[config.mk]
export PLATFORM = sky130hd
export DESIGN_NAME = led_pump_core
export DESIGN_NICKNAME = d
export VERILOG_FILES = /design/src/led_pump_pkg.sv /design/src/led_pump_core.sv
export SDC_FILE = /design/constraint.sdc
export NUM_CORES = 1
export LEC_CHECK = 0
export BUFFER_PORTS_ARGS = -buffer_cell sky130_fd_sc_hd__buf_2
export CAP_MARGIN = 20
export CORE_ASPECT_RATIO = 0.5
export CORE_UTILIZATION = 55
export CTS_BUF_LIST = sky130_fd_sc_hd__clkbuf_4 sky130_fd_sc_hd__clkbuf_8
export DETAILED_ROUTE_END_ITERATION = 8
export GPL_TIMING_DRIVEN = 1
export PLACE_DENSITY = 0.74
export SYNTH_ARGS = -nofsm -noshare
export SYNTH_HDL_FRONTEND = slang
export SYNTH_SLANG_ARGS = --single-unit
[constraint.sdc]
create_clock -name aclk -period 34.5 [get_ports aclk]
set_input_delay 5.175 -clock aclk [delete_from_list [all_inputs] [get_ports aclk]]
set_output_delay 5.175 -clock aclk [all_outputs]
set_load 0.1 [all_outputs]
[src/led_pump_pkg.sv]
// Purpose: Shared constants for the LED pump mode and DAC load core
// Assumes: 40 MHz system clock, AXI4-Lite register access
// Notes: Offsets are byte addresses of 32-bit words
package led_pump_pkg;
   localparam int CLK_HZ = 40000000;
   localparam int DROP_LONG_MS = 150;
   localparam int DROP_SHORT_MS = 2;
   localparam int SOFT_START_US = 125;
   localparam int PUMP_FREQ_HZ = 850000;
   localparam int DROP_LONG_CYC = CLK_HZ / 1000 * DROP_LONG_MS;
   localparam int DROP_SHORT_CYC = CLK_HZ / 1000 * DROP_SHORT_MS;
   localparam int SOFT_START_CYC = CLK_HZ / 1000000 * SOFT_START_US;
   // Half period of the pump clock, rounded down
   localparam int PUMP_HALF_CYC = CLK_HZ / (2 * PUMP_FREQ_HZ);
   localparam int NONOVL_CYC = 1;
   localparam logic [6:0] DEV_ADDR = 7'h1b; // Arbitrary
   localparam logic [7:0] ADDR_STAT = 8'h00;
   localparam logic [7:0] ADDR_CTRL = 8'h04;
   localparam logic [7:0] ADDR_PRI = 8'h08;
   localparam logic [7:0] ADDR_FLASH = 8'h0c;
   localparam logic [7:0] ADDR_OPT = 8'h10;
   localparam int OPT_AUX_LSB = 0;
   localparam int OPT_SHORT = 2;
   localparam int OPT_SELHI = 3;
   localparam int OPT_F15 = 6;
   localparam int OPT_F2 = 7;
   localparam logic [1:0] RESP_OKAY = 2'b00;
   localparam logic [1:0] RESP_SLVERR = 2'b10;
   typedef enum logic [2:0] {
      MODE_1X = 3'b001,
      MODE_1P5X = 3'b010,
      MODE_2X = 3'b100
   } pump_mode_e;
endpackage

[src/led_pump_core.sv]
// Purpose: Pump mode logic, pump switch phasing, soft start, shutdown
//          and serial DAC loading of a multi-channel LED controller
// Assumes: Serial clock, data, flash select and dropout are asynchronous
// Notes: Registers over AXI4-Lite mirror the DAC state
`timescale 1ns/1ps
`default_nettype none
module led_pump_core
   import led_pump_pkg::*;
#(
   parameter int PRI_CH = 6,
   parameter int FLASH_CH = 1,
   parameter int DROP_LONG = DROP_LONG_CYC,
   parameter int DROP_SHORT = DROP_SHORT_CYC,
   parameter int SOFT_LEN = SOFT_START_CYC
) (
   // Clock and reset
   input wire logic aclk,
   input wire logic aresetn,
   // AXI4-Lite write
   input wire logic [7:0] s_axi_awaddr,
   input wire logic s_axi_awvalid,
   output logic s_axi_awready,
   input wire logic [31:0] s_axi_wdata,
   input wire logic [3:0] s_axi_wstrb,
   input wire logic s_axi_wvalid,
   output logic s_axi_wready,
   output logic [1:0] s_axi_bresp,
   output logic s_axi_bvalid,
   input wire logic s_axi_bready,
   // AXI4-Lite read
   input wire logic [7:0] s_axi_araddr,
   input wire logic s_axi_arvalid,
   output logic s_axi_arready,
   output logic [31:0] s_axi_rdata,
   output logic [1:0] s_axi_rresp,
   output logic s_axi_rvalid,
   input wire logic s_axi_rready,
   // Serial pins
   input wire logic scl_in,
   input wire logic sda_in,
   output logic sda_out,
   output logic sda_oe,
   // Analog interface
   input wire logic flash_level_select,
   input wire logic logic_supply_low,
   input wire logic [PRI_CH-1:0] pri_dropout,
   input wire logic [FLASH_CH-1:0] flash_dropout,
   output logic [7:0] pri_code,
   output logic pri_enable,
   output logic [3:0] flash_code,
   output logic flash_enable,
   output logic [1:0] aux_code,
   output logic aux_enable,
   output logic aux_gpo_low,
   output logic shutdown,
   output logic weak_precharge,
   output logic bypass_sw,
   output logic phase1,
   output logic phase2,
   output logic cap1_charge,
   output logic cap2_charge,
   output logic caps_series,
   output logic [7:0] soft_level,
   output logic [2:0] pump_mode,
   output logic load_strobe
);
   import led_pump_pkg::*;

   // Only the two channel splits exist
   if (!((PRI_CH == 6 && FLASH_CH == 1) ||
         (PRI_CH == 5 && FLASH_CH == 2))) begin
      $error("Unsupported channel variant");
   end
   // Counters are 24 and 16 bits wide
   if (DROP_SHORT < 1 || DROP_LONG < DROP_SHORT || DROP_LONG >= (1 << 24) ||
       SOFT_LEN < 1 || SOFT_LEN > 65535) begin
      $error("Bad timing parameters");
   end

   // ----------------------------------------------------------------
   // Input synchronisers
   // ----------------------------------------------------------------
   logic [4:0] sync1_reg, sync2_reg;
   logic [PRI_CH+FLASH_CH-1:0] drop1_reg, drop2_reg;
   logic scl_d_reg, sda_d_reg, fls_d_reg;
   always_ff @(posedge aclk) begin
      if (!aresetn) begin
         // Idle bus level, so no false edge follows reset
         sync1_reg <= 5'h18;
         sync2_reg <= 5'h18;
         drop1_reg <= '0;
         drop2_reg <= '0;
         scl_d_reg <= 1'b1;
         sda_d_reg <= 1'b1;
         fls_d_reg <= 1'b0;
      end else begin
         sync1_reg <= {scl_in, sda_in, flash_level_select,
                       logic_supply_low, 1'b0};
         sync2_reg <= sync1_reg;
         drop1_reg <= {pri_dropout, flash_dropout};
         drop2_reg <= drop1_reg;
         scl_d_reg <= sync2_reg[4];
         sda_d_reg <= sync2_reg[3];
         fls_d_reg <= sync2_reg[2];
      end
   end
   wire scl_s = sync2_reg[4];
   wire sda_s = sync2_reg[3];
   wire fls_s = sync2_reg[2];
   wire uvlo_s = sync2_reg[1];
   // Edges found from samples, so no serial rate floor exists
   wire scl_rise = scl_s && !scl_d_reg;
   wire scl_fall = !scl_s && scl_d_reg;
   wire start_c = scl_s && scl_d_reg && !sda_s && sda_d_reg;
   wire stop_c = scl_s && scl_d_reg && sda_s && !sda_d_reg;

   // ----------------------------------------------------------------
   // Serial slave: address byte then three data bytes
   // ----------------------------------------------------------------
   logic [7:0] shift_reg;
   logic [3:0] bit_reg;
   logic [1:0] byte_reg;
   logic active_reg, addr_ph_reg, ack_reg, wrote_reg;
   logic [7:0] hold_pri_reg, hold_flash_reg, hold_opt_reg;
   always_ff @(posedge aclk) begin
      if (!aresetn) begin
         shift_reg <= 8'h00;
         bit_reg <= 4'h0;
         byte_reg <= 2'h0;
         active_reg <= 1'b0;
         addr_ph_reg <= 1'b0;
         ack_reg <= 1'b0;
         wrote_reg <= 1'b0;
         hold_pri_reg <= 8'h00;
         hold_flash_reg <= 8'h00;
         hold_opt_reg <= 8'h00;
      end else if (start_c) begin
         active_reg <= 1'b1;
         addr_ph_reg <= 1'b1;
         bit_reg <= 4'h0;
         byte_reg <= 2'h0;
         ack_reg <= 1'b0;
      end else if (stop_c) begin
         active_reg <= 1'b0;
         ack_reg <= 1'b0;
         wrote_reg <= 1'b0;
      end else if (active_reg && scl_rise && bit_reg < 4'h8) begin
         shift_reg <= {shift_reg[6:0], sda_s};
         bit_reg <= bit_reg + 4'h1;
      end else if (active_reg && scl_fall && bit_reg == 4'h8) begin
         // Ninth clock: acknowledge low on the data line
         if (addr_ph_reg) begin
            ack_reg <= (shift_reg[7:1] == DEV_ADDR) && !shift_reg[0];
            active_reg <= (shift_reg[7:1] == DEV_ADDR) && !shift_reg[0];
            addr_ph_reg <= 1'b0;
         end else begin
            ack_reg <= 1'b1;
            wrote_reg <= 1'b1;
            case (byte_reg)
               2'h0: hold_pri_reg <= shift_reg;
               2'h1: hold_flash_reg <= shift_reg;
               default: hold_opt_reg <= shift_reg;
            endcase
            byte_reg <= (byte_reg == 2'h2) ? 2'h0 : byte_reg + 2'h1;
         end
         bit_reg <= 4'h9;
      end else if (active_reg && scl_fall && bit_reg == 4'h9) begin
         ack_reg <= 1'b0;
         bit_reg <= 4'h0;
      end
   end

   // ----------------------------------------------------------------
   // DAC registers and load strobe
   // ----------------------------------------------------------------
   logic [7:0] dac_pri_reg, dac_flash_reg, dac_opt_reg;
   logic load_reg, upd_reg, gpo_reg, ctrl_gpo_reg;
   wire load_next = stop_c && wrote_reg;
   always_ff @(posedge aclk) begin
      if (!aresetn || uvlo_s) begin
         dac_pri_reg <= 8'h00;
         dac_flash_reg <= 8'h00;
         dac_opt_reg <= 8'h00;
         load_reg <= 1'b0;
         upd_reg <= 1'b0;
      end else begin
         load_reg <= load_next;
         upd_reg <= 1'b0;
         if (load_next) begin
            dac_pri_reg <= hold_pri_reg;
            dac_flash_reg <= hold_flash_reg;
            dac_opt_reg <= hold_opt_reg;
            // Any changed bit resets the pump mode unless a force bit is set
            upd_reg <= {hold_pri_reg, hold_flash_reg, hold_opt_reg} !=
                       {dac_pri_reg, dac_flash_reg, dac_opt_reg};
         end
      end
   end

   // Decoded codes
   wire sel_hi = dac_opt_reg[OPT_SELHI] || fls_s;
   wire [3:0] fl_code = sel_hi ? dac_flash_reg[7:4] : dac_flash_reg[3:0];
   wire [1:0] ax_code = dac_opt_reg[OPT_AUX_LSB+1:OPT_AUX_LSB];
   wire all_zero = (dac_pri_reg == 8'h00) && (fl_code == 4'h0) &&
                   (ax_code == 2'h0) && !ctrl_gpo_reg;
   wire sd_next = all_zero || uvlo_s;
   // Auxiliary has no dropout input at all
   wire drop_any = (|drop2_reg[PRI_CH+FLASH_CH-1:FLASH_CH] &&
                    dac_pri_reg != 8'h00) ||
                   (|drop2_reg[FLASH_CH-1:0] &&
                    fl_code != 4'h0);
   wire fls_fall = !fls_s && fls_d_reg;
   wire short_dly = dac_opt_reg[OPT_SHORT] || fls_s;

   // ----------------------------------------------------------------
   // Mode state machine
   // ----------------------------------------------------------------
   pump_mode_e mode_reg, mode_next;
   logic [23:0] drop_cnt_reg;
   wire [23:0] drop_lim = short_dly ? 24'(DROP_SHORT) : 24'(DROP_LONG);
   wire drop_done = drop_cnt_reg >= drop_lim - 24'h1;
   wire forced = dac_opt_reg[OPT_F2] || dac_opt_reg[OPT_F15];
   always_comb begin
      mode_next = mode_reg;
      if (sd_next || upd_reg || fls_fall) begin
         mode_next = MODE_1X;
      end
      if (!sd_next && forced) begin
         // Force 2x wins over force 1.5x
         mode_next = dac_opt_reg[OPT_F2] ? MODE_2X : MODE_1P5X;
      end else if (!sd_next && !upd_reg && !fls_fall && drop_any &&
                   drop_done) begin
         case (mode_reg)
            MODE_1X: mode_next = MODE_1P5X;
            MODE_1P5X: mode_next = MODE_2X;
            MODE_2X: mode_next = MODE_2X;
            default: mode_next = MODE_1X;
         endcase
      end
   end
   always_ff @(posedge aclk) begin
      if (!aresetn) begin
         mode_reg <= MODE_1X;
         drop_cnt_reg <= 24'h0;
      end else begin
         mode_reg <= mode_next;
         // Dropout must persist unbroken
         if (!drop_any || mode_next != mode_reg || forced)
            drop_cnt_reg <= 24'h0;
         else if (!drop_done)
            drop_cnt_reg <= drop_cnt_reg + 24'h1;
      end
   end

   // ----------------------------------------------------------------
   // Pump clock, switch phasing and soft start
   // ----------------------------------------------------------------
   logic [5:0] div_reg;
   logic ph_reg;
   logic [15:0] ss_cnt_reg;
   // Uses the next shutdown value so phases stop with the shutdown flag
   wire boost = mode_reg != MODE_1X && !sd_next;
   wire [5:0] half_m1 = 6'(PUMP_HALF_CYC - 1);
   // Dead band at the start of each half period keeps phases apart
   wire dead = div_reg < 6'(NONOVL_CYC);
   always_ff @(posedge aclk) begin
      if (!aresetn || !boost) begin
         div_reg <= 6'h0;
         ph_reg <= 1'b0;
      end else if (div_reg == half_m1) begin
         div_reg <= 6'h0;
         ph_reg <= !ph_reg;
      end else begin
         div_reg <= div_reg + 6'h1;
      end
   end
   always_ff @(posedge aclk) begin
      if (!aresetn || mode_next != mode_reg || !boost)
         ss_cnt_reg <= 16'h0; // Restart on each mode change, held clear outside boost
      else if (ss_cnt_reg != 16'(SOFT_LEN))
         ss_cnt_reg <= ss_cnt_reg + 16'h1;
   end

   // ----------------------------------------------------------------
   // Registered outputs
   // ----------------------------------------------------------------
   always_ff @(posedge aclk) begin
      if (!aresetn) begin
         {phase1, phase2, cap1_charge, cap2_charge, caps_series} <= 5'h00;
         {bypass_sw, weak_precharge, shutdown} <= 3'b011;
         soft_level <= 8'h00;
         pump_mode <= MODE_1X;
         {pri_code, flash_code, aux_code} <= 14'h0000;
         {pri_enable, flash_enable, aux_enable, aux_gpo_low} <= 4'h0;
         load_strobe <= 1'b0;
         sda_out <= 1'b0;
         sda_oe <= 1'b0;
      end else begin
         phase1 <= boost && !dead && !ph_reg;
         phase2 <= boost && !dead && ph_reg;
         // Opposite phases in 2x cut input ripple; 1.5x charges both caps on phase one
         cap1_charge <= boost && !dead &&
                        (mode_reg == MODE_2X ? !ph_reg : !ph_reg);
         cap2_charge <= boost && !dead &&
                        (mode_reg == MODE_2X ? ph_reg : !ph_reg);
         // Series charge on phase one, parallel stack on two
         caps_series <= boost && !dead && mode_reg == MODE_1P5X && !ph_reg;
         bypass_sw <= !sd_next && mode_reg == MODE_1X;
         weak_precharge <= sd_next;
         shutdown <= sd_next;
         soft_level <= boost ?
            8'((32'(ss_cnt_reg) * 255) / SOFT_LEN) : 8'h00;
         pump_mode <= mode_reg;
         pri_code <= dac_pri_reg;
         flash_code <= fl_code;
         aux_code <= ax_code;
         pri_enable <= dac_pri_reg != 8'h00;
         flash_enable <= fl_code != 4'h0;
         aux_enable <= ax_code != 2'h0;
         aux_gpo_low <= gpo_reg;
         load_strobe <= load_reg;
         sda_out <= 1'b0;
         sda_oe <= ack_reg;
      end
   end

   // ----------------------------------------------------------------
   // AXI4-Lite slave
   // ----------------------------------------------------------------
   logic aw_ok_reg, w_ok_reg, wbit_reg, wstb_reg;
   logic [7:0] aw_reg;
   always_ff @(posedge aclk) begin
      if (!aresetn) begin
         s_axi_awready <= 1'b1;
         s_axi_wready <= 1'b1;
         s_axi_bvalid <= 1'b0;
         s_axi_bresp <= RESP_OKAY;
         aw_ok_reg <= 1'b0;
         w_ok_reg <= 1'b0;
         aw_reg <= 8'h00;
         wbit_reg <= 1'b0;
         wstb_reg <= 1'b0;
         ctrl_gpo_reg <= 1'b0;
         gpo_reg <= 1'b0;
      end else begin
         gpo_reg <= ctrl_gpo_reg;
         if (s_axi_awvalid && s_axi_awready) begin
            aw_reg <= s_axi_awaddr;
            aw_ok_reg <= 1'b1;
            s_axi_awready <= 1'b0;
         end
         if (s_axi_wvalid && s_axi_wready) begin
            w_ok_reg <= 1'b1;
            s_axi_wready <= 1'b0;
            wbit_reg <= s_axi_wdata[0];
            wstb_reg <= s_axi_wstrb[0];
         end
         if (aw_ok_reg && w_ok_reg && !s_axi_bvalid) begin
            s_axi_bvalid <= 1'b1;
            s_axi_bresp <= (aw_reg == ADDR_CTRL) ? RESP_OKAY : RESP_SLVERR;
            // Data may arrive before its address, so commit only here
            if (aw_reg == ADDR_CTRL && wstb_reg)
               ctrl_gpo_reg <= wbit_reg;
         end
         if (s_axi_bvalid && s_axi_bready) begin
            s_axi_bvalid <= 1'b0;
            aw_ok_reg <= 1'b0;
            w_ok_reg <= 1'b0;
            s_axi_awready <= 1'b1;
            s_axi_wready <= 1'b1;
         end
      end
   end
   always_ff @(posedge aclk) begin
      if (!aresetn) begin
         s_axi_arready <= 1'b1;
         s_axi_rvalid <= 1'b0;
         s_axi_rdata <= 32'h00000000;
         s_axi_rresp <= RESP_OKAY;
      end else if (s_axi_arvalid && s_axi_arready) begin
         s_axi_arready <= 1'b0;
         s_axi_rvalid <= 1'b1;
         s_axi_rresp <= RESP_OKAY;
         case (s_axi_araddr)
            ADDR_STAT: s_axi_rdata <= {24'h000000, shutdown, 4'h0, pump_mode};
            ADDR_CTRL: s_axi_rdata <= {31'h00000000, ctrl_gpo_reg};
            ADDR_PRI: s_axi_rdata <= {24'h000000, dac_pri_reg};
            ADDR_FLASH: s_axi_rdata <= {24'h000000, dac_flash_reg};
            ADDR_OPT: s_axi_rdata <= {24'h000000, dac_opt_reg};
            default: begin
               s_axi_rdata <= 32'h00000000;
               s_axi_rresp <= RESP_SLVERR;
            end
         endcase
      end else if (s_axi_rvalid && s_axi_rready) begin
         s_axi_rvalid <= 1'b0;
         s_axi_arready <= 1'b1;
      end
   end
endmodule
`default_nettype wire

---- Yosys cells after proc, flatten, opt, wreduce, memory -nomap -nowiden ----
Cells that the tools add are included.
W data, S select, Z words.
storage, ports and cells
  register bits ........................... 237
  output and inout port bits .............. 81
  logic and storage cells ................. 243
operators by class
  add/subtract/negate cells ............... 6
  multipliers ............................. 1
  div/mod/pow operators ................... 1
  $lt $le $gt $ge ......................... 3
  equal/unequal tests ..................... 23
  muxes and demuxes ....................... 35
  bitwise gates (word level) .............. 7
  reduce and logical (&&, ||, !) cells .... 107
operator list
  kind                      number
  $logic_and A1 B1 Y1       41
  $pmux W8 S5               1
  $div A24 B13 Y32 const B  1
  $add A24 B1 Y24 const B   1
  $ge A24 B24 Y1            1
  $mul A16 B8 Y24 const B   1
  $ne A24 B24 Y1            1
  $sub A23 B1 Y24 const B   1
  $mux W23                  1
  $mux W1                   21
  $reduce_and A6 Y1         3
  $add A16 B1 Y16 const B   1
  $eq A8 B3 Y1 const B      2
  $eq A8 B4 Y1 const B      2
  $logic_not A1 Y1          16
  $logic_not A8 Y1          2
  $mux W4                   4
  $ne A16 B13 Y1 const B    1
  $reduce_or A2 Y1          7
  $logic_or A1 B1 Y1        13
  $mux W3                   4
  $reduce_bool A2 Y1        5
  $reduce_and A3 Y1         3
  $reduce_bool A3 Y1        3
  30 further kinds          47

---- Depth between registers and ports, before layout ----
Gate-level depths: netlist of the first run.
  depth in word-level cells ............... 18
  mapped depth ............................ 57
  depth with buffers taken out ............ 49

---- Worst setup path before layout of the first run ----
OpenSTA, ideal clock, no wires.
  kind .................................... flip-flop to flip-flop
  from .................................... register ss_cnt_reg[4]
  to ...................................... register soft_level[0]
  library setup time ...................... 0.071 ns
  arrival time ............................ 13.434 ns
  required time ........................... 34.429 ns
  path slack .............................. 20.996 ns
  cell stages (with the launch flop) ...... 52
  path through ............................ dfxtp_1 > inv_1 > fa_1 > fa_1 > inv_1 > fa_1 > inv_1 > fa_1 > inv_1 > ha_1 > buf_6 > and3_1 > a221o_1 > a31oi_4 > o21ai_1 > xor2_1 > o211a_1 > a21oi_1 > [16 not listed] > and2_4 > nor3b_4 > nand2_1 > a311o_1 > maj3_2 > xnor2_2 > a21oi_1 > a32o_1 > a31oi_4 > xnor2_1 > or3_1 > o211ai_2 > o21ai_4 > a21oi_4 > mux2_1 > a221oi_2 > o22ai_1 > a21oi_1
on the way
  word-level cells in the longest chain between the ends .. 2
ends and longest elaborated chain
  item                      RTL line              source
  start: declaration        led_pump_core.sv:260  logic [15:0] ss_cnt_reg;
  start signal: assignment  led_pump_core.sv:281  ss_cnt_reg <= ss_cnt_reg + 16'h1;
  $mul A16 B8 Y24           led_pump_core.sv:312  8'((32'(ss_cnt_reg) * 255) / SOFT_LEN) : 8'h00;
  $div A24 B13 Y32          led_pump_core.sv:312
  end signal: assignment    led_pump_core.sv:311  soft_level <= boost ?
  end: declaration          led_pump_core.sv:63   output logic [7:0] soft_level,
No other way between the ends.
A chain may end at the register's enable or synchronous reset.

---- Worst setup path in the final report of the first run ----
Ends and elaborated chain as after synthesis.

==> results.yml, run 1 <==
final_layout:
  diodes: 0
  largest_reg_flops: 24
  syn_to_final_growth_pct: 8.00
  final_common_cell: "dfxtp_1"
  layout.nets: 2177
  layout_common_cells: "dfxtp_1 (209), nand2_1 (199), nor2_1 (159)"
  drive_gt1_share_pct: 11.4
detailed_routing:
  routed_wl_um: 35500
  vias: 13400
  wl_per_cell_um: 15.0
  drc: 0
  ant_nets: 0
  drt_iter0_drc: 977
  firstDrtPassIters: 6
  via_per_inst: 5.67
timing:
  setup_tns_ns: 0
  slew_headroom_pct: 23.8
  hold_viol_final: 0
  drv_slew: 0
  period_minus_slack_ns: 16.05
  fmax_ghz: 0.0623
  whs_ns: 0.408
  max_slew.worst_pin.slew_ns: 1.14
  finClkSkew_ns: 0.0255
  post-route-period-util_pct: 46.5
  rsz0062_at_grt: "no"
  finalSetupViolCount: 0
yosys:
  synthArstFlopShare_pct: 0
  yosys_warnings: 0
  syn-cell-area_um2: 16100
  yosysSeqAreaShare_pct: 26.0
  ys_types: 124
  synth_edf_count: 0
  syn-instance-count: 1901
  yosys_register_bits: 209
  syn_area_per_cell_um2: 8.46
  synth_ff_type: "dfxtp_1"
cts:
  cts_root_buf: "clkbuf_8"
  ctsHoldBuffers: 0
  htreeDepth: 2
  numCtsBuffers: 34
  worst_skew_pair.late_latency_ns: 0.53
  cts_sinks: 209
  clk_pin_slew_worst_paths_ns: 0.07
  clk_path_buf_depth: 3
  post_cts_buffers: 0
  cts_resized: 0
  tritoncts: "done"
grt:
  grt_max_degree: 65
  use_met3_pct: 3.13
  grt_antenna_before_repair: 0
  use_met1_pct: 32.8
  use_met2_pct: 40.9
  grt.busiest_layer: "met2"
  grt_overflow: 0
  grt_pass1_vias: 12400
  grt_pass1_wl_um: 60200
  grt_usage_pct: 24.1
worst_setup_path:
  reg2regPathDepth: 49
  rrSetupSlack_ns: 18.45
  critPathKind: "flip-flop to flip-flop"
  cp.arrival_ns: 16.48
  cp-start-kind: "flip-flop"
  required_ns: 34.93
  crit_fanout: 10
  slowest_stage: "a211oi_1"
  r2r-end: "soft_level[0]"
  cp-end-kind: "flip-flop"
  r2r-start: "ss_cnt_reg[4]"
  critPathMaxStageDelay_ns: 0.68
job:
  maxCapViolations: 0
floorplanning:
  die_w_um: 244
  num_rows: 43
  die_h_um: 123
  core_area_um2: 28200
  floorplan.initialDensity_pct: 57.0
  pin_count: 151
  design.die.area_um2: 30000
power:
  cellPowerDensity_nw_per_um2: 29.3
  p_total_uw: 509
  p_leak_nw: 7.26
  irDropWorstVdd_mv: 0.0301
hold_path:
  worstHoldPathCells: 1
  holdPathEnd: "sync2_reg[4]"
  hp-class: "flip-flop to flip-flop"
  holdCritStartpoint: "sync1_reg[4]"
placement:
  gp_congestion: 0.882
  dpl.hpwl_um: 26600
  port_buffers: 89
status:
  status: "completed"
per-stage QoR:
stage                     setup WS [ns]  cells  utilization, %  area [um^2]
after floorplan                   21.00   1927               -        16200
after global placement            18.74   2306            58.9        16600
after detailed placement          18.64   2306            58.9        16600
after CTS                         18.61   2367            61.6        17400
after global routing              17.31   2367            61.6        17400
final                             18.45   2367            61.6        17400
worst max-delay path, delay by kind of cell (launching register included):
kind / cells / cell delay, ns
fa+ha+maj: 5 / 2.57
mux: 4 / 1.70
xor+xnor: 3 / 0.88
compound gates: 25 / 7.65
buf+inv: 4 / 0.37
simple gates: 8 / 2.34
flops: 1 / 0.44
metal layers:
layer	routed length [um]	up-vias
met3	1390	46
met4	507	0
li1	-	6744
met1	17100	6351
met5	0	-
met2	16500	276
cell usage after synthesis, types with 8 or more instances:
| library cell | count | share of area, % |
|---|---|---|
| o211a_1 | 11 | 0.69 |
| nor2_1 | 159 | 3.7 |
| nor2b_1 | 30 | 1.2 |
| xor2_1 | 50 | 2.7 |
| buf_4 | 30 | 1.4 |
| o21a_1 | 18 | 0.84 |
| xnor2_1 | 87 | 4.7 |
| inv_1 | 128 | 3.0 |
| fa_1 | 70 | 8.7 |
| ha_1 | 77 | 6.0 |
| a21boi_0 | 38 | 1.8 |
| nand2b_1 | 14 | 0.54 |
| dfxtp_1 | 209 | 26 |
| o31ai_1 | 14 | 0.65 |
| mux2i_1 | 36 | 2.2 |
| nand2_1 | 199 | 4.6 |
| a211oi_1 | 10 | 0.47 |
| o211ai_1 | 19 | 0.89 |
| or3_1 | 12 | 0.47 |
| o21ai_1 | 12 | 0.37 |
| nor4_1 | 12 | 0.47 |
| a31oi_1 | 19 | 0.74 |
| and3_1 | 26 | 1.0 |
| a22oi_1 | 12 | 0.56 |
| a21oi_1 | 92 | 2.9 |
| nand4_1 | 19 | 0.74 |
| a211o_1 | 8 | 0.44 |
| a21o_1 | 13 | 0.61 |
| nor3_1 | 37 | 1.2 |
| nand3_1 | 65 | 2.0 |
| buf_2 | 8 | 0.25 |
| and2_1 | 50 | 1.9 |
| clkbuf_1 | 49 | 1.1 |
| o2111ai_1 | 12 | 0.65 |
| o22ai_1 | 9 | 0.35 |
| o21ai_0 | 65 | 2.0 |
| or4_1 | 9 | 0.42 |
cells by family (layout without fill, tap and decap cells):
logic type	count (synthesis)	after routing	share of synthesized area, %
simple gates	676	676	20.9
compound gates	449	449	20.5
buf+inv	225	283	6.30
flops	209	209	26.0
fa+ha+maj	150	150	14.9
xor+xnor	142	142	8.04
mux	49	49	3.36
other cells	1	27	0.0233
power breakdown:
group / internal [mW] / switching, mW
clock: 0.134 / 0.0990
sequential: 0.244 / 0.00199
combinational: 0.00543 / 0.0242
how the worst max path moves through the flow:
stage,startpoint,endpoint,slack [ns],cells after the start
finish,ss_cnt_reg[4],soft_level[0],18.45,49
global route,ss_cnt_reg[3],soft_level[0],17.31,49
CTS,ss_cnt_reg[5],soft_level[0],18.61,49
detailed placement,ss_cnt_reg[4],soft_level[0],18.64,49
global placement,ss_cnt_reg[4],soft_level[0],18.74,49
floorplan,ss_cnt_reg[4],soft_level[0],21.00,51
layout make-up:
cell class	instances	area, um^2
clock buffer	52	678
inverter	128	480
fill	2505	10800
tap	382	478
sequential	209	4180
multi-input combinational	1493	11000
clock inverter	9	81.3
timing repair buffer	94	483
(Power assumes the default switching activity.)
==> run 2, diff against run 1 <==
- ABC_AREA: unset -> 1
- PLACE_DENSITY: 0.74 -> 0.76
- clock period: 34.5 -> 14 ns (I/O delays scaled with it)
==> run 2 against run 1 <==
  * Via count increased by 8.8%
  * Die area increased by 5.5%
  * Wire length rose by 1.6%
  * Register-to-register slack got worse by 17 ns
  * Worst setup slack worse by 17 ns
  * Flip-flop and latch count unchanged
  * Largest cell class unchanged
==> results.yml, run 2 <==
worst_setup_path:
  critPathKind: "flip-flop to flip-flop"
  reg2regPathDepth: 89
  r2r-end: "soft_level[0]"
  critPathMaxStageDelay_ns: 0.58
  cp-start-kind: "flip-flop"
  crit_path_end: "soft_level[0]"
  path_buf_inv: 11
  required_ns: 14.48
  crit_fanout: 12
  slowest_stage: "fa_1"
  crit_start: "ss_cnt_reg[4]"
  cp-end-kind: "flip-flop"
  cpMostUsedCell: "nand2_1"
  path_depth: 89
  r2r-start: "ss_cnt_reg[4]"
  cp.arrival_ns: 12.60
  path_delay_family: "simple AND/OR/NAND/NOR gates"
  rrSetupSlack_ns: 1.87
final_layout:
  utilization_pct: 60.5
  syn_to_final_growth_pct: 8.15
  largest_reg_flops: 24
  final_common_cell: "nand2_1"
  layout_common_cells: "nand2_1 (507), inv_1 (409), dfxtp_1 (209)"
  stdcell_count: 2902
  layout.nets: 2700
  n_fill_cell: 2804
  drive_gt1_share_pct: 18.5
  diodes: 0
yosys:
  synthTopCellsByCount: "nand2_1 (507), inv_1 (409), dfxtp_1 (209), nor2_1 (168), nand3_1 (147)"
  syn-instance-count: 2392
  syn_area_per_cell_um2: 7.09
  yosys_register_bits: 209
  synth_fa_ha_area_share_pct: 13.9
  synth_edf_count: 0
  synth_ff_type: "dfxtp_1"
  synth_compound_gate_area_share_pct: 8.92
  yosysTopAreaCell: "dfxtp_1"
  synthArstFlopShare_pct: 0
  syn-cell-area_um2: 17000
  yosysSeqAreaShare_pct: 24.7
  yosys_warnings: 0
  synth_top_family_by_area: "simple AND/OR/NAND/NOR gates"
  synthSimpleGateAreaFrac_pct: 35.9
  synth_top_area_share_pct: 24.7
  synth_mux_area_share_pct: 0
  synth_xor_area_share_pct: 4.20
  ys_top_cells_by_area: "dfxtp_1 (25%), nand2_1 (11%), inv_1 (9.0%)"
  ys_types: 59
  synth_most_common_cell: "nand2_1"
status:
  status: "completed"
floorplanning:
  die_w_um: 250
  floorplan.initialDensity_pct: 55.9
  die_h_um: 126
  core_area_um2: 30300
  design.die.area_um2: 31600
  num_rows: 45
  pin_count: 151
placement:
  dp.cells: 2850
  gp_congestion: 0.930
  pre_cts_ws_ns: 1.87
  port_buffers: 89
  dpl.hpwl_um: 28700
power:
  cellPowerDensity_nw_per_um2: 67.2
  irDropWorstVdd_mv: 0.0730
  p_leak_nw: 9.48
timing:
  fmax_ghz: 0.0825
  max_slew.worst_pin.slew_ns: 0.956
  finClkSkew_ns: 0.0146
  rsz0062_at_grt: "no"
  slew_headroom_pct: 36.1
  setup_tns_ns: 0
  drv_slew: 0
  whs_ns: 0.399
  post-route-period-util_pct: 86.6
  finalSetupViolCount: 0
  fin_ws_ns: 1.87
  hold_viol_final: 0
  period_minus_slack_ns: 12.13
detailed_routing:
  routed_wl_um: 36100
  vias: 14600
  drt_iter0_drc: 615
  dr_wl_met2_um: 17100
  firstDrtPassIters: 5
  m1WireLength_um: 16700
  wl_per_cell_um: 12.4
  via_per_inst: 5.03
  ant_nets: 0
  dr_wl_met3_um: 1350
  highest_layer: "met4"
  drc: 0
cts:
  tritoncts: "done"
  ctsHoldBuffers: 0
  clk_pin_slew_worst_paths_ns: 0.08
  clk_path_buf_depth: 3
  cts_root_buf: "clkbuf_8"
  htreeDepth: 1
  numCtsBuffers: 30
  post_cts_buffers: 0
  worst_skew_pair.late_latency_ns: 0.60
  cts_resized: 0
  cts_sinks: 209
hold_path:
  worstHoldPathCells: 2
  hp-class: "flip-flop to flip-flop"
grt:
  grt_pass1_wl_um: 61800
  grt_usage_pct: 23.1
  grt_max_degree: 77
  grt_overflow: 0
  grt_pass1_vias: 13600
  grt_antenna_before_repair: 0
job:
  maxCapViolations: 0
-- run 2: metrics by stage --
stage	area, um^2	power, mW
4_1_cts	18300	1.24
3_5_place_dp	17700	0.714
3_3_place_gp	17700	0.713
6_report	18300	1.23
5_1_grt	18300	1.27
2_1_floorplan	17100	0.703
-- run 2: worst min-delay path by stage --
| stage | startpoint | to |
|---|---|---|
| 5_1_grt | drop1_reg[5] | drop2_reg[5] |
| 3_3_place_gp | drop1_reg[1] | drop2_reg[1] |
| 3_5_place_dp | drop1_reg[5] | drop2_reg[5] |
| 4_1_cts | drop1_reg[0] | drop2_reg[0] |
| 2_1_floorplan | gpo_reg | aux_gpo_low |
| 6_report | drop1_reg[5] | drop2_reg[5] |
-- run 2: power by group --
| group | internal (mW) | leakage [nW] | switching, mW |
|---|---|---|---|
| registers | 0.604 | 1.69 | 0.00475 |
| logic | 0.0139 | 7.44 | 0.0785 |
| clock network | 0.292 | 0.351 | 0.240 |
-- run 2: cell type report --
class	count	area (um^2)	share of cell area (%)
clock inverters	6	68.8	0.375
repair buffers	95	490	2.67
clock buffers	46	602	3.28
inverters	451	1720	9.37
well taps	399	499	2.72
flip-flops and latches	209	4180	22.8
multi-input cells	1696	10800	58.8
-- run 2: worst register-to-register path: cells and delay by family (launching register included) --
| kind | cells | cell delay, ns |
|---|---|---|
| buffers and inverters | 11 | 0.98 |
| adders and majority gates | 5 | 2.53 |
| DFF | 1 | 0.43 |
| AOI/OAI and AO/OA | 4 | 0.78 |
| and+or+nand+nor | 69 | 7.30 |
-- run 2: metal layers --
layer  up-vias  track usage, %
li1       7604               -
met1      6690            30.1
met2       245            40.4
met3        59            2.83
met4         0            6.28
met5         -               0
-- run 2: cells by family (layout without fill, tap and decap cells) --
logic type,count (synthesis),in the layout
other,1,27
XOR/XNOR,77,77
flip-flops,209,209
adder cells (fa/ha/maj),147,147
AND/OR/NAND/NOR,1178,1178
AO/OA/AOI/OAI,267,267
buffers and inverters,513,598
==> run 3, diff against run 2 <==
- REMOVE_ABC_BUFFERS: unset -> 1
==> run 3 against run 2 <==
  * Non-clock buffer count stayed put
  * Largest cell class unchanged
  * Design area hardly changed
  * Cell count about the same
  * Via count is 1.5% lower
==> results.yml, run 3 (synthesis gave the netlist of run 2 again) <==
status:
  status: "completed"
final_layout:
  largest_reg_flops: 24
  ff_latch_area_um2: 4180
  utilization_pct: 60.4
  layout_common_cells: "nand2_1 (507), inv_1 (409), dfxtp_1 (209)"
  n_fill_cell: 2843
  drive_gt1_share_pct: 18.6
  syn_to_final_growth_pct: 8.10
  layout.nets: 2700
  multiInputGateArea_um2: 10800
  diodes: 0
  final_common_cell: "nand2_1"
grt:
  grt_pass1_wl_um: 60400
  grt_overflow: 0
  grt_usage_pct: 22.2
  grt_pass1_vias: 13700
  grt_antenna_before_repair: 0
  grt_max_degree: 77
timing:
  post-route-period-util_pct: 86.4
  max_slew.worst_pin.slew_ns: 0.946
  finClkSkew_ns: 0.00898
  drv_slew: 0
  hold_viol_final: 0
  fmax_ghz: 0.0827
  finalSetupViolCount: 0
  rsz0062_at_grt: "no"
  setup_tns_ns: 0
  slew_headroom_pct: 36.7
  period_minus_slack_ns: 12.09
detailed_routing:
  ant_nets: 0
  firstDrtPassIters: 6
  via_per_inst: 4.95
  routed_wl_um: 33800
  drt_iter0_drc: 592
  drc: 0
  vias: 14400
  wl_per_cell_um: 11.6
cts:
  clk_path_buf_depth: 3
  numCtsBuffers: 30
  cts_sinks: 209
  ctsHoldBuffers: 0
  worst_skew_pair.late_latency_ns: 0.57
  cts_root_buf: "clkbuf_8"
  htreeDepth: 1
  post_cts_buffers: 0
  tritoncts: "done"
  cts_resized: 0
  clk_pin_slew_worst_paths_ns: 0.07
hold_path:
  hp-class: "flip-flop to flip-flop"
floorplanning:
  floorplan.initialDensity_pct: 55.9
  die_w_um: 250
  design.die.area_um2: 31600
  num_rows: 45
  core_area_um2: 30300
  die_h_um: 126
  pin_count: 151
power:
  cellPowerDensity_nw_per_um2: 66.4
  p_leak_nw: 9.48
  p_total_mw: 1.22
  irDropWorstVdd_mv: 0.0578
worst_setup_path:
  cpMostUsedCell: "nand2_1"
  cp-end-kind: "flip-flop"
  slowest_stage: "fa_1"
  crit_fanout: 12
  critPathMaxStageDelay_ns: 0.59
  cp.arrival_ns: 12.55
  required_ns: 14.46
  cp-start-kind: "flip-flop"
  critPathKind: "flip-flop to flip-flop"
job:
  maxCapViolations: 0
placement:
  dpl.hpwl_um: 26800
  port_buffers: 89
  gp_congestion: 0.882
==> run 3: changes by cell type in the layout (fill, tap and decap cells not counted), sizes merged <==
cell / previous run / this run
clkinv: 10 / 9
clkinvlp: 2 / 3
clkbuf: 46 / 47
==> run 3: layer usage <==
layer / global-route usage (%) / up-vias / share of wire (%)
met2: 38.1 / 229 / 46
met5: 0 / - / 0
met1: 29.4 / 6511 / 49
met3: 2.63 / 57 / 3.3
li1: - / 7587 / -
met4: 6.24 / 0 / 2.1
==> run 3: worst max-delay path, delay by kind of cell, from the launching register on <==
| kind | cells | cell delay (ns) |
|---|---|---|
| buffers and inverters | 10 | 0.93 |
| flip-flops | 1 | 0.42 |
| adder cells (fa/ha/maj) | 5 | 2.51 |
| AND/OR/NAND/NOR | 72 | 7.46 |
| AO/OA/AOI/OAI | 3 | 0.61 |
==> run 3: worst paths after layout <==
kind / startpoint / end / slack [ns] / cells past startpoint
worst max-delay path: ss_cnt_reg[4] / soft_level[0] / 1.91 / 90
worst min-delay path: gpo_reg / aux_gpo_low / 0.41 / 2
worst max register to register: ss_cnt_reg[4] / soft_level[0] / 1.91 / 90
worst min register to register: gpo_reg / aux_gpo_low / 0.41 / 2
==> run 3: stage by stage <==
stage / instance area, um^2 / hold slack, ns / setup WS [ns] / std cells
6_report: 18300 / 0.412 / 1.91 / 2903
5_1_grt: 18300 / 0.423 / 0.473 / 2903
4_1_cts: 18300 / 0.417 / 1.81 / 2903
3_5_place_dp: 17700 / 0.398 / 1.86 / 2850
3_3_place_gp: 17700 / 0.393 / 1.95 / 2850
2_1_floorplan: 16700 / 0.390 / 3.37 / 2356
==> run 3: area by class of cell <==
| cell class | count | area share [%] |
|---|---|---|
| multi-input cells | 1696 | 58.8 |
| flip-flops and latches | 209 | 22.8 |
| inverters | 451 | 9.37 |
| clock buffers | 47 | 3.22 |
| well taps | 399 | 2.72 |
| repair buffers | 95 | 2.67 |
| clock inverters | 6 | 0.389 |
==> run 3: report_power, final <==
| part | leakage, nW | internal (mW) | switching (mW) |
|---|---|---|---|
| combinational | 7.44 | 0.0139 | 0.0764 |
| clock | 0.344 | 0.287 | 0.232 |
| sequential | 1.69 | 0.604 | 0.00461 |
